[src/common/ira_pkg.sv]
// package of constants for the two-wire register access slave
package ira_pkg;

    // bus address selection: four straps map to 7'h74..7'h77
    localparam logic [6:0] IRA_ADDR_BASE  = 7'h74;
    localparam int         IRA_ADDR_W     = 7;

    // register file geometry
    localparam int         IRA_REG_NUM    = 32;
    localparam int         IRA_IDX_W      = 5;
    localparam logic [7:0] IRA_PTR_RST    = 8'h00;

    // fifo between bus receiver and register file
    localparam int         IRA_FIFO_W     = 13;
    localparam int         IRA_FIFO_D     = 16;

    // synchroniser depth and bit counter
    localparam int         IRA_SYNC_N     = 2;
    localparam logic [3:0] IRA_BIT_LAST   = 4'h8;

    // protocol states
    typedef enum logic [2:0]
    {
        IRA_IDLE   = 3'b000,
        IRA_ADDR   = 3'b001,
        IRA_ACK    = 3'b010,
        IRA_WRX    = 3'b011,
        IRA_RTX    = 3'b100,
        IRA_RACK   = 3'b101,
        IRA_IGNORE = 3'b110
    } ira_state_t;

endpackage : ira_pkg

[src/rtl/ira_fifo.sv]
// parameterised valid/ready fifo for register writes
`timescale 1ns/10ps
module ira_fifo
    import ira_pkg::*;
#(
    parameter int WIDTH = 8,
    parameter int DEPTH = 16
)
(
    input  wire logic             core_clk,
    input  wire logic             rst,
    input  wire logic [WIDTH-1:0] in_data,
    input  wire logic             in_valid,
    output logic                  in_ready,
    output logic      [WIDTH-1:0] out_data,
    output logic                  out_valid,
    input  wire logic             out_ready
);
    localparam int AW = $clog2(DEPTH);

    logic [WIDTH-1:0] mem [DEPTH];   // storage words
    logic [AW-1:0]    wr_q;          // write pointer
    logic [AW-1:0]    rd_q;          // read pointer
    logic [AW:0]      cnt_q;         // fill level
    wire              push = in_valid && in_ready;
    wire              pop  = out_valid && out_ready;

    assign in_ready  = (cnt_q != (AW+1)'(DEPTH));
    assign out_valid = (cnt_q != '0);
    assign out_data  = mem[rd_q];

    // pointer and level update
    always_ff @(posedge core_clk)
    begin
        if (rst)
        begin
            wr_q  <= '0;
            rd_q  <= '0;
            cnt_q <= '0;
        end
        else
        begin
            if (push) wr_q <= wr_q + 1'b1;
            if (pop)  rd_q <= rd_q + 1'b1;
            cnt_q <= cnt_q + (AW+1)'(push) - (AW+1)'(pop);
        end
    end

    // memory write, no reset needed
    always_ff @(posedge core_clk)
    begin
        if (push) mem[wr_q] <= in_data;
    end
endmodule : ira_fifo

[src/rtl/ira_slave.sv]
// two-wire register access slave with strap address and write fifo
`timescale 1ns/10ps
////////////////////////////////////////////////////////////////////////////////
////////////////////////////////////////////////////////////////////////////////
module ira_slave
    import ira_pkg::*;
(
    input  wire logic       core_clk,
    input  wire logic       rst,
    input  wire logic [1:0] addr_strap,
    input  wire logic       scl_in,
    input  wire logic       sda_in,
    output logic            sda_out,
    output logic            sda_oe,
    output logic [7:0]      reg_wdata,
    output logic [4:0]      reg_widx,
    output logic            reg_wstb,
    input  wire logic [7:0] reg_rdata,
    output logic [4:0]      reg_ridx,
    input  wire logic [7:0] reg_wmask
);
    ////////////////////////////////////////////////////////////////////////////
    // pin synchronisers: first stage read only by second
    logic [1:0] scl_s_q;   // scl sync chain
    logic [1:0] sda_s_q;   // sda sync chain
    logic       scl_p_q;   // previous synced scl
    logic       sda_p_q;   // previous synced sda
    logic [3:0] strap_s_q; // strap sync chain, two 2-bit stages

    always_ff @(posedge core_clk)
    begin
        // strap chain runs through reset so it has settled by release
        strap_s_q <= {strap_s_q[1:0], addr_strap};
        if (rst)
        begin
            scl_s_q <= 2'h3;
            sda_s_q <= 2'h3;
            scl_p_q <= 1'b1;
            sda_p_q <= 1'b1;
        end
        else
        begin
            scl_s_q <= {scl_s_q[0], scl_in};
            sda_s_q <= {sda_s_q[0], sda_in};
            scl_p_q <= scl_s_q[1];
            sda_p_q <= sda_s_q[1];
        end
    end

    // edge and condition decode; 25 MHz samples a 3.125 MHz clock 8 times
    wire scl_r  = scl_s_q[1] && !scl_p_q;
    wire scl_f  = !scl_s_q[1] && scl_p_q;
    wire start  = scl_s_q[1] && scl_p_q && sda_p_q && !sda_s_q[1];
    wire stop   = scl_s_q[1] && scl_p_q && !sda_p_q && sda_s_q[1];
    wire sda_v  = sda_s_q[1];

    ////////////////////////////////////////////////////////////////////////////
    // strap capture after reset release
    logic [6:0] my_addr_q;   // selected bus address
    logic strap_done_q;      // strap taken once
    always_ff @(posedge core_clk)
    begin
        if (rst)
            my_addr_q <= IRA_ADDR_BASE;
        else if (!strap_done_q)
            my_addr_q <= IRA_ADDR_BASE | {5'h00, strap_s_q[3:2]};
    end
    always_ff @(posedge core_clk)
    begin
        if (rst) strap_done_q <= 1'b0;
        else     strap_done_q <= 1'b1;
    end

    ////////////////////////////////////////////////////////////////////////////
    // protocol engine
    ira_state_t st_q;        // current state
    logic [3:0] bit_q;       // bits in this byte
    logic [7:0] sh_q;        // shift register
    logic       rd_q;        // transfer is a read
    logic       first_q;     // next write byte is index
    logic [4:0] ptr_q;       // register pointer
    logic       nack_q;      // master refused last read byte
    logic       f_valid_q;   // push request to fifo
    logic [12:0] f_data_q;   // {index, data}
    wire        f_ready;     // fifo has room

    wire        addr_hit = (sh_q[7:1] == my_addr_q);
    wire        byte_end = (bit_q == IRA_BIT_LAST);

    always_ff @(posedge core_clk)
    begin
        if (rst)
        begin
            st_q      <= IRA_IDLE;
            bit_q     <= 4'h0;
            sh_q      <= 8'h00;
            rd_q      <= 1'b0;
            first_q   <= 1'b0;
            ptr_q     <= IRA_PTR_RST[4:0];
            nack_q    <= 1'b0;
            f_valid_q <= 1'b0;
            f_data_q  <= 13'h0000;
            sda_out   <= 1'b0;
            sda_oe    <= 1'b0;
        end
        else
        begin
            if (f_valid_q && f_ready)
                f_valid_q <= 1'b0;
            if (start)
            begin
                // start or repeated start keeps pointer
                st_q   <= IRA_ADDR;
                bit_q  <= 4'h0;
                sda_oe <= 1'b0;
            end
            else if (stop)
            begin
                st_q   <= IRA_IDLE;
                sda_oe <= 1'b0;
            end
            else
            begin
                case (st_q)
                    IRA_ADDR, IRA_WRX:
                    begin
                        if (scl_r && !byte_end)
                        begin
                            sh_q  <= {sh_q[6:0], sda_v};
                            bit_q <= bit_q + 4'h1;
                        end
                        else if (scl_f && byte_end)
                        begin
                            bit_q <= 4'h0;
                            if (st_q == IRA_ADDR)
                            begin
                                if (addr_hit)
                                begin
                                    rd_q    <= sh_q[0];
                                    first_q <= !sh_q[0];
                                    st_q    <= IRA_ACK;
                                    sda_oe  <= 1'b1;     // pull low to ack
                                end
                                else
                                    st_q <= IRA_IGNORE;
                            end
                            else if (first_q)
                            begin
                                ptr_q   <= sh_q[4:0];
                                first_q <= 1'b0;
                                st_q    <= IRA_ACK;
                                sda_oe  <= 1'b1;
                            end
                            else if (!f_valid_q)
                            begin
                                // data byte: queue write, advance index
                                f_data_q  <= {ptr_q, sh_q};
                                f_valid_q <= 1'b1;
                                ptr_q     <= ptr_q + 5'h01;
                                st_q      <= IRA_ACK;
                                sda_oe    <= 1'b1;
                            end
                            else
                                st_q <= IRA_IGNORE;      // overrun: no ack
                        end
                    end
                    IRA_ACK:
                    begin
                        // release after ack clock; load read data if reading
                        if (scl_f)
                        begin
                            if (rd_q)
                            begin
                                sh_q    <= reg_rdata;
                                ptr_q   <= ptr_q + 5'h01;
                                sda_out <= 1'b0;
                                sda_oe  <= !reg_rdata[7];
                                bit_q   <= 4'h1;
                                st_q    <= IRA_RTX;
                            end
                            else
                            begin
                                sda_oe <= 1'b0;
                                st_q   <= IRA_WRX;
                            end
                        end
                    end
                    IRA_RTX:
                    begin
                        // open-drain: drive only zeros
                        if (scl_f)
                        begin
                            if (byte_end)
                            begin
                                sda_oe <= 1'b0;
                                st_q   <= IRA_RACK;
                            end
                            else
                            begin
                                sh_q   <= {sh_q[6:0], 1'b0};
                                sda_oe <= !sh_q[6];
                                bit_q  <= bit_q + 4'h1;
                            end
                        end
                    end
                    IRA_RACK:
                    begin
                        if (scl_r)
                            nack_q <= sda_v;
                        else if (scl_f)
                        begin
                            if (nack_q)
                                st_q <= IRA_IGNORE;
                            else
                            begin
                                sh_q   <= reg_rdata;
                                ptr_q  <= ptr_q + 5'h01;
                                sda_oe <= !reg_rdata[7];
                                bit_q  <= 4'h1;
                                st_q   <= IRA_RTX;
                            end
                        end
                    end
                    IRA_IGNORE: sda_oe <= 1'b0;
                    default:    st_q   <= IRA_IDLE;
                endcase
            end
        end
    end

    // clock line is never driven: no scl output exists
    assign reg_ridx = ptr_q;

    ////////////////////////////////////////////////////////////////////////////
    // write fifo between bus and register file; read side tied ready, so it drains every cycle
    wire [12:0] q_data;
    wire        q_valid;
    ira_fifo #(
        .WIDTH (IRA_FIFO_W),
        .DEPTH (IRA_FIFO_D)
    ) u_fifo (
        .core_clk  (core_clk),
        .rst       (rst),
        .in_data   (f_data_q),
        .in_valid  (f_valid_q),
        .in_ready  (f_ready),
        .out_data  (q_data),
        .out_valid (q_valid),
        .out_ready (1'b1)
    );

    // register write port; unused bits masked out
    always_ff @(posedge core_clk)
    begin
        if (rst)
        begin
            reg_wstb  <= 1'b0;
            reg_widx  <= 5'h00;
            reg_wdata <= 8'h00;
        end
        else
        begin
            reg_wstb  <= q_valid;
            reg_widx  <= q_data[12:8];
            reg_wdata <= q_data[7:0] & reg_wmask;
        end
    end
endmodule : ira_slave

[config.mk]
export PLATFORM = sky130hd
export DESIGN_NAME = ira_slave
export DESIGN_NICKNAME = d
export VERILOG_FILES = /design/src/common/ira_pkg.sv /design/src/rtl/ira_fifo.sv /design/src/rtl/ira_slave.sv
export SDC_FILE = /design/constraint.sdc
export NUM_CORES = 1
export LEC_CHECK = 0
export ABC_AREA = 1
export BUFFER_PORTS_ARGS = -buffer_cell sky130_fd_sc_hd__buf_2
export CORE_AREA = 2 2 200 202
export DETAILED_ROUTE_END_ITERATION = 7
export DIE_AREA = 0 0 202 204
export PLACE_DENSITY = 0.44
export SETUP_SLACK_MARGIN = 0.05
export SKIP_LAST_GASP = 1
export SLEW_MARGIN = 0
export SYNTH_ARGS = -nofsm -noshare
export SYNTH_HDL_FRONTEND = slang
export SYNTH_SLANG_ARGS = --single-unit
[constraint.sdc]
create_clock -name core_clk -period 4.25 [get_ports core_clk]
set_input_delay 0.2125 -clock core_clk [delete_from_list [all_inputs] [get_ports core_clk]]
set_output_delay 0.2125 -clock core_clk [all_outputs]
set_load 0.02 [all_outputs]
==> summary.txt, run 1 <==
Timing
  • Pins Over Slew Limit: 0
  • Setup Skew: 23.5 ps
  • Hold_ws: 7.34 ps
  • Max Fclk: 0.388 GHz
  • Setup violators final: 0
  • Relative slew margins: 6.69%
  • Fin. Hold Viols: 0
  • Final Worst Setup Slack: 1670 ps
  • RSZ-0062 raised after global routing: false
  • TNS Setup: 0 ps
  • Post-layout min period: 2580 ps
  • Slew @ Worst Pin: 1390 ps
  • Final period util: 60.7%

Synth
  • Avg Cell Area, Syn: 10.3 um^2
  • Cell count after synthesis: 1160
  • Area of the mapped netlist: 11900 um^2
  • Ys async rst share: 0%
  • Yosys warning total: 0
  • Number of enable flip-flop cells after synthesis: 208
  • Seq cells post-synth: 290
  • Syn Nets: 1197
  • Sequential element share of the synthesized area: 66.0%
  • Post-synth cell types: 33
  • Top_reg_cell synth: edfxtp_1

Drt
  • DRT iter0 DRCs: 430
  • Vias: 8211
  • Number of remaining DRC errors: 0
  • Vias/cell: 4.65
  • DRT Pass-1 Iters: 7
  • Antenna viol nets, final: 0
  • Routed WL: 31200 um
  • Routed len/inst: 17.7 um

Global routing
  • Global-route wire length before repair: 48300 um
  • GRT Total Usage: 15.4%
  • Initial antenna violation count: 0
  • Vias in the first global route: 8022
  • Grt total ovfl: 0
  • Pin count of the biggest net entering global routing: 66

CTS
  • Root buf cell: clkbuf_16
  • Num CTS Buffers: 34
  • CTS max path bufs: 3
  • TritonCTS clock tree: done
  • Clock Sinks: 290
  • Post-CTS setup buffers: 0
  • Clock Pin Slew Worst Setup and Hold Paths: 60 ps
  • Clk Latency, worst-skew pair: 510 ps
  • Htree depth: 2

Min path
  • Worst hold start: reg_wmask[6]
  • Hold Path Class: in2reg

Placement
  • DP HPWL: 18800 um
  • Pre-CTS worst setup slack: 1680 ps
  • Gpl congestion: 0.815
  • Area after DPL: 12800 um^2
  • Placed cells: 1694
  • I/O Buffers: 41

Critical path
  • Reg-to-reg slack, setup: 1670 ps
  • Critical path capture point type: flip-flop
  • CP Launch Type: flip-flop
  • Critical Path Max Stage Delay: 1060 ps
  • Top delay family on crit path: simple AND/OR/NAND/NOR gates
  • Worst R2R Path Depth: 7
  • R2R Path Start: u_fifo.cnt_q[2]
  • Crit path to: u_fifo.mem[14][1]
  • WP data required: 4350 ps
  • CP max-delay cell: nor2_1
  • WP buf/inv: 2
  • Levels on crit path: 7
  • CP max FO: 13
  • Crit path from: u_fifo.cnt_q[2]
  • Arrival time of the worst setup path: 2680 ps
  • Worst reg2reg path endpoint: u_fifo.mem[14][1]
  • Critical Path, Cell by Cell: inv_1, ha_1, nand4_1, nand2_1, inv_1, nand2_1, nor2_1
  • Setup CP Type: reg2reg

Power
  • Power Dens Cells: 602 nW/um^2
  • Tot Pwr: 8.41 mW
  • Pleak: 5.00 nW
  • Peak VDD IR: 0.316 mV

Floorplanning
  • I/O Pins: 43
  • Die area: 41200 um^2
  • Core ar.: 39200 um^2
  • Num rows: 73
  • Initial Util: 30.5%
  • Die height: 204 um
  • Die Wd: 202 um

Final layout
  • Final nets: 1252
  • Area grow syn2layout: 17.0%
  • Share of layout cells above drive strength 1: 11.6%
  • Fin util: 35.7%
  • ANT cells: 0
  • Post-route cell area: 14000 um^2
  • Final non-filler cell total: 1765
  • Fillers: 3923

Run
  • Max-Cap Viols: 0

Outcome
  • Status: finished clean
worst min path at each step:
stage / end / slack (ps) / depth (start not counted)
final: reg_wdata[6] / 7 / 3
after global routing: reg_wdata[6] / 5 / 3
after CTS: reg_wdata[6] / 0.05 / 3
after detailed placement: strap_s_q[3] / 310 / 0
after global placement: strap_s_q[3] / 310 / 0
after floorplan: strap_s_q[0] / 240 / 0
worst reg2reg max path, stage by stage (launching register included):
cell,delay (ps)
dfxtp_1,340
inv_1,60
ha_1,200
nand4_1,110
nand2_1,110
inv_1,170
nand2_1,140
nor2_1,1060
cell type report:
class | count | area (um^2) | share of cell area [%]
multi-input combinational | 730 | 3500 | 25.0
clock buffer | 41 | 918 | 6.57
timing repair buffer | 73 | 483 | 3.46
inverter | 86 | 323 | 2.31
clock inverter | 20 | 208 | 1.49
tap | 525 | 657 | 4.70
sequential | 290 | 7890 | 56.5
report_power, final:
group,internal (mW),switching (mW)
sequential,3.17,0.182
clock,1.79,1.16
combinational,0.688,1.43
synth_stat cells, types with 2 or more instances:
cell	number	share of area (%)
buf_1	6	0.19
ha_1	14	1.5
inv_2	6	0.19
clkbuf_1	30	0.94
inv_1	79	2.5
o21ai_0	133	5.6
buf_4	4	0.25
o211ai_1	39	2.5
nand3_1	66	2.8
dfxtp_1	82	14
nand2_2	5	0.26
xor2_1	3	0.22
nand4_1	8	0.42
or2_2	5	0.26
nand2_1	118	3.7
nor2_1	249	7.8
a21oi_1	64	2.7
o21ai_1	10	0.42
nor2_2	4	0.21
buf_2	13	0.54
edfxtp_1	208	52
xnor2_1	2	0.15
nand3_2	2	0.17
cell usage in the layout, fill, tap and decap left out, drive strengths merged, types with 39 or more instances in the layout:
| cell type | synthesis | layout |
|---|---|---|
| a21oi | 64 | 64 |
| buf | 24 | 63 |
| clkbuf | 30 | 41 |
| dfxtp | 82 | 82 |
| edfxtp | 208 | 208 |
| inv | 85 | 87 |
| nand2 | 123 | 123 |
| nand3 | 68 | 68 |
| nor2 | 255 | 255 |
| o211ai | 39 | 39 |
| o21ai | 143 | 143 |
per-layer routing:
| layer | routed length [um] | part of all wire [%] | vias to the layer above | track usage [%] |
|---|---|---|---|---|
| met1 | 14800 | 48 | 3925 | 20.8 |
| met5 | 0 | 0 | - | 0 |
| met3 | 1140 | 3.7 | 43 | 2.31 |
| met4 | 586 | 1.9 | 0 | 3.91 |
| met2 | 14600 | 47 | 146 | 25.7 |
| li1 | - | - | 4097 | - |
registers in the layout, indices dropped and copies added, names as in the netlist, named ones only:
signal,count
sda_oe,1
strap_s_q,4
u_fifo.cnt_q,5
u_fifo.mem,208
u_fifo.wr_q,4
first_q,1
f_data_q,13
f_valid_q,1
reg_wdata,8
sh_q,8
reg_widx,5
sda_p_q,1
my_addr_q,2
sda_s_q,2
bit_q,4
reg_ridx,5
strap_done_q,1
st_q,3
reg_wstb,1
nack_q,1
scl_p_q,1
rd_q,1
scl_s_q,2
u_fifo.rd_q,4
logic make-up after synthesis:
group,share of synthesized area (%)
other,0.0314
and+or+nand+nor,16.0
buffers and inverters,4.72
adders and majority gates,1.63
DFF,66.0
xor gates and xnor gates,0.367
AOI/OAI and AO/OA,11.3
repair_timing:
item | CTS | global route
hold endpoints to repair | 10 | 0
gates resized for setup | 0 | 0
hold buffers | 10 | 0
(Power assumes the default switching activity.)
==> run 2: changes to the inputs <==
Settings changed: ABC_AREA 1 to 0, CORE_AREA 2 2 200 202 to 2 2 197 199, DIE_AREA 0 0 202 204 to 0 0 199 201.
Clock period 4.25 ns to 2.6 ns, I/O delays scaled along.
==> summary.txt, run 2 <==
Outcome
  • Status: finished clean

Timing
  • Pins Over Slew Limit: 0
  • Setup violators final: 0
  • Post-layout min period: 2340 ps
  • RSZ-0062 raised after global routing: false
  • Final period util: 89.9%
  • Slew @ Worst Pin: 843 ps
  • Relative slew margins: 43.7%
  • Max Fclk: 0.428 GHz
  • Setup Skew: 16.6 ps
  • TNS Setup: 0 ps
  • Fin. Hold Viols: 0

Placement
  • DP HPWL: 16700 um
  • Placed cells: 1265
  • I/O Buffers: 41
  • Gpl congestion: 0.833

Critical path
  • Levels on crit path: 13
  • Critical Path Max Stage Delay: 360 ps
  • Worst R2R Path Depth: 13
  • Crit path from: u_fifo.cnt_q[3]
  • WP buf/inv: 3
  • Critical Path, Cell by Cell: inv_1, ha_1, nor4b_4, inv_2, ha_1, inv_1, ha_1, fa_2, a21oi_1, nor2_1, nor2_1, xnor2_1, nor2_1
  • WP data required: 2980 ps
  • Setup CP Type: reg2reg
  • Arrival time of the worst setup path: 2710 ps
  • Critical path capture point type: flip-flop
  • Crit path to: u_fifo.cnt_q[4]
  • CP max FO: 2
  • Worst reg2reg path endpoint: u_fifo.cnt_q[4]
  • Top delay family on crit path: adder cells
  • CP max-delay cell: fa_2
  • Reg-to-reg slack, setup: 260 ps
  • CP Launch Type: flip-flop
  • R2R Path Start: u_fifo.cnt_q[3]

Floorplanning
  • Die Wd: 199 um
  • Die area: 40000 um^2
  • Num rows: 72
  • Initial Util: 30.4%
  • Die height: 201 um
  • I/O Pins: 43
  • Core ar.: 38100 um^2

Drt
  • Routed len/inst: 20.0 um
  • DRT iter0 DRCs: 442
  • Vias/cell: 4.87
  • DRT Pass-1 Iters: 5
  • Routed WL: 27000 um
  • Antenna viol nets, final: 0
  • Vias: 6570
  • Number of remaining DRC errors: 0

Global routing
  • Initial antenna violation count: 1
  • Vias in the first global route: 6943
  • Pin count of the biggest net entering global routing: 32
  • Global-route wire length before repair: 42200 um
  • Grt total ovfl: 0
  • GRT Total Usage: 14.1%

Final layout
  • Area grow syn2layout: 19.5%
  • Reg with most FFs: u_fifo.mem
  • Final nets: 840
  • Top Registers: u_fifo.mem x208, f_data_q x13
  • Most common cell after layout, fill and taps aside: edfxtp_1
  • Final non-filler cell total: 1349
  • Most frequent cells in the layout: edfxtp_1, dfxtp_1, mux4_2, nor2_1, buf_2
  • Fillers: 3579
  • Multi-input combinational cell area: 3450 um^2
  • Storage element area: 7890 um^2
  • Share of layout cells above drive strength 1: 25.2%
  • Max reg flops: 208

Run
  • Max-Cap Viols: 0

Synth
  • Top_reg_cell synth: edfxtp_1
  • Area of the mapped netlist: 11600 um^2
  • Post-synth cell types: 62
  • Cell count after synthesis: 715
  • Sequential element share of the synthesized area: 68.0%
  • Number of enable flip-flop cells after synthesis: 208
  • Syn Nets: 752
  • Most frequent cell after synthesis: edfxtp_1
  • Yosys top cell by area: edfxtp_1
  • Yosys top cell area share: 53.9%
  • Ys async rst share: 0%
  • Seq cells post-synth: 290
  • Yosys warning total: 0
  • Largest cells by area after synthesis: edfxtp_1, dfxtp_1, mux4_2, mux2i_1, nor2_1
  • Commonest cells post-synth: edfxtp_1, dfxtp_1, mux4_2, nor2_1, a21oi_1
  • Avg Cell Area, Syn: 16.2 um^2

Min path
  • Hold Path Class: in2reg

CTS
  • CTS max path bufs: 3
  • Htree depth: 2
  • Num CTS Buffers: 35
  • Clock Sinks: 290
  • TritonCTS clock tree: done
  • Root buf cell: clkbuf_16
  • Clock Pin Slew Worst Setup and Hold Paths: 50 ps
  • Clk Latency, worst-skew pair: 510 ps

Power
  • Pleak: 4.77 nW
  • Peak VDD IR: 0.366 mV
  • Power Dens Cells: 850 nW/um^2
-- run 2: changes by cell type after synthesis, moves of 10 or more --
cell	previous run	this run
a21oi_1	64	28
and3_1	1	11
inv_1	79	16
mux2i_1	0	26
mux4_2	0	65
nand2_1	118	25
nand3_1	66	11
nor2_1	249	50
nor3_1	1	11
o211ai_1	39	1
o21ai_0	133	19
o21ai_1	10	0
-- run 2: metal layers --
| metal | vias to the layer above | global-route usage (%) | part of all wire [%] |
|---|---|---|---|
| li1 | 2972 | - | - |
| met1 | 3346 | 17.9 | 42 |
| met2 | 199 | 24.3 | 51 |
| met3 | 53 | 2.42 | 4.8 |
| met4 | 0 | 5.06 | 2.9 |
| met5 | - | 0 | 0 |
-- run 2: kinds of logic (layout without fill, tap and decap cells) --
logic type | after synthesis | in the layout | synth area share, %
simple gates | 164 | 164 | 7.33
xor+xnor | 13 | 13 | 0.982
compound gates | 83 | 83 | 4.58
flops | 290 | 290 | 68.0
buf+inv | 58 | 172 | 2.47
mux | 91 | 91 | 14.9
fa+ha+maj | 15 | 15 | 1.68
other cells | 1 | 3 | 0.0324
-- run 2: where the power goes --
| group | internal [mW] | switching (mW) | leakage [nW] | total (mW) |
|---|---|---|---|---|
| logic | 1.10 | 0.814 | 1.64 | 1.91 |
| clock network | 2.77 | 1.84 | 0.533 | 4.61 |
| registers | 5.04 | 0.205 | 2.60 | 5.25 |
-- run 2: worst min path at each step --
stage / slack (ps) / cells after the start / endpoint / startpoint
final: 40 / 3 / sh_q[2] / reg_rdata[2]
after global routing: 40 / 3 / sh_q[2] / reg_rdata[2]
after CTS: 20 / 3 / sh_q[2] / reg_rdata[2]
after detailed placement: 240 / 1 / strap_s_q[0] / addr_strap[0]
after floorplan: 160 / 0 / strap_s_q[0] / addr_strap[0]
after global placement: 240 / 1 / strap_s_q[1] / addr_strap[1]
-- run 2: per-stage QoR --
| stage | total power [mW] | util (%) | setup WS (ps) | instance area, um^2 | hold WS (ps) |
|---|---|---|---|---|---|
| global route | 12.3 | 36.3 | 71.6 | 13800 | 39.3 |
| floorplan | 6.75 | - | 67.0 | 11600 | 158 |
| global placement | 7.20 | 32.9 | 204 | 12500 | 244 |
| CTS | 12.0 | 36.3 | 99.1 | 13800 | 16.9 |
| detailed placement | 7.25 | 32.9 | 125 | 12500 | 244 |
| finish | 11.8 | 36.3 | 262 | 13800 | 37.8 |
-- run 2: cell type report --
class	count	area share (%)
sequential	290	57.0
multi-input combinational	367	24.9
clock buffer	49	6.85
timing repair buffer	93	4.99
tap	518	4.68
clock inverter	14	1.08
inverter	16	0.434
antenna	2	0.0361
-- run 2: worst reg2reg max path, delay by kind of cell, from the launching register on --
kind                     cells  cell delay (ps)
buffers and inverters        3              180
flip-flops                   1              320
AO/OA/AOI/OAI                1              130
AND/OR/NAND/NOR              4              440
adder cells (fa/ha/maj)      4             1020
XOR/XNOR                     1              120
-- run 2: what timing repair did --
| action | 4_1_cts | 5_1_grt |
|---|---|---|
| hold endpoints to repair | 18 | 0 |
| setup endpoints to repair | 0 | 1 |
| resized for setup | 0 | 3 |
| setup buffers | 0 | 1 |
| hold buffers | 18 | 0 |
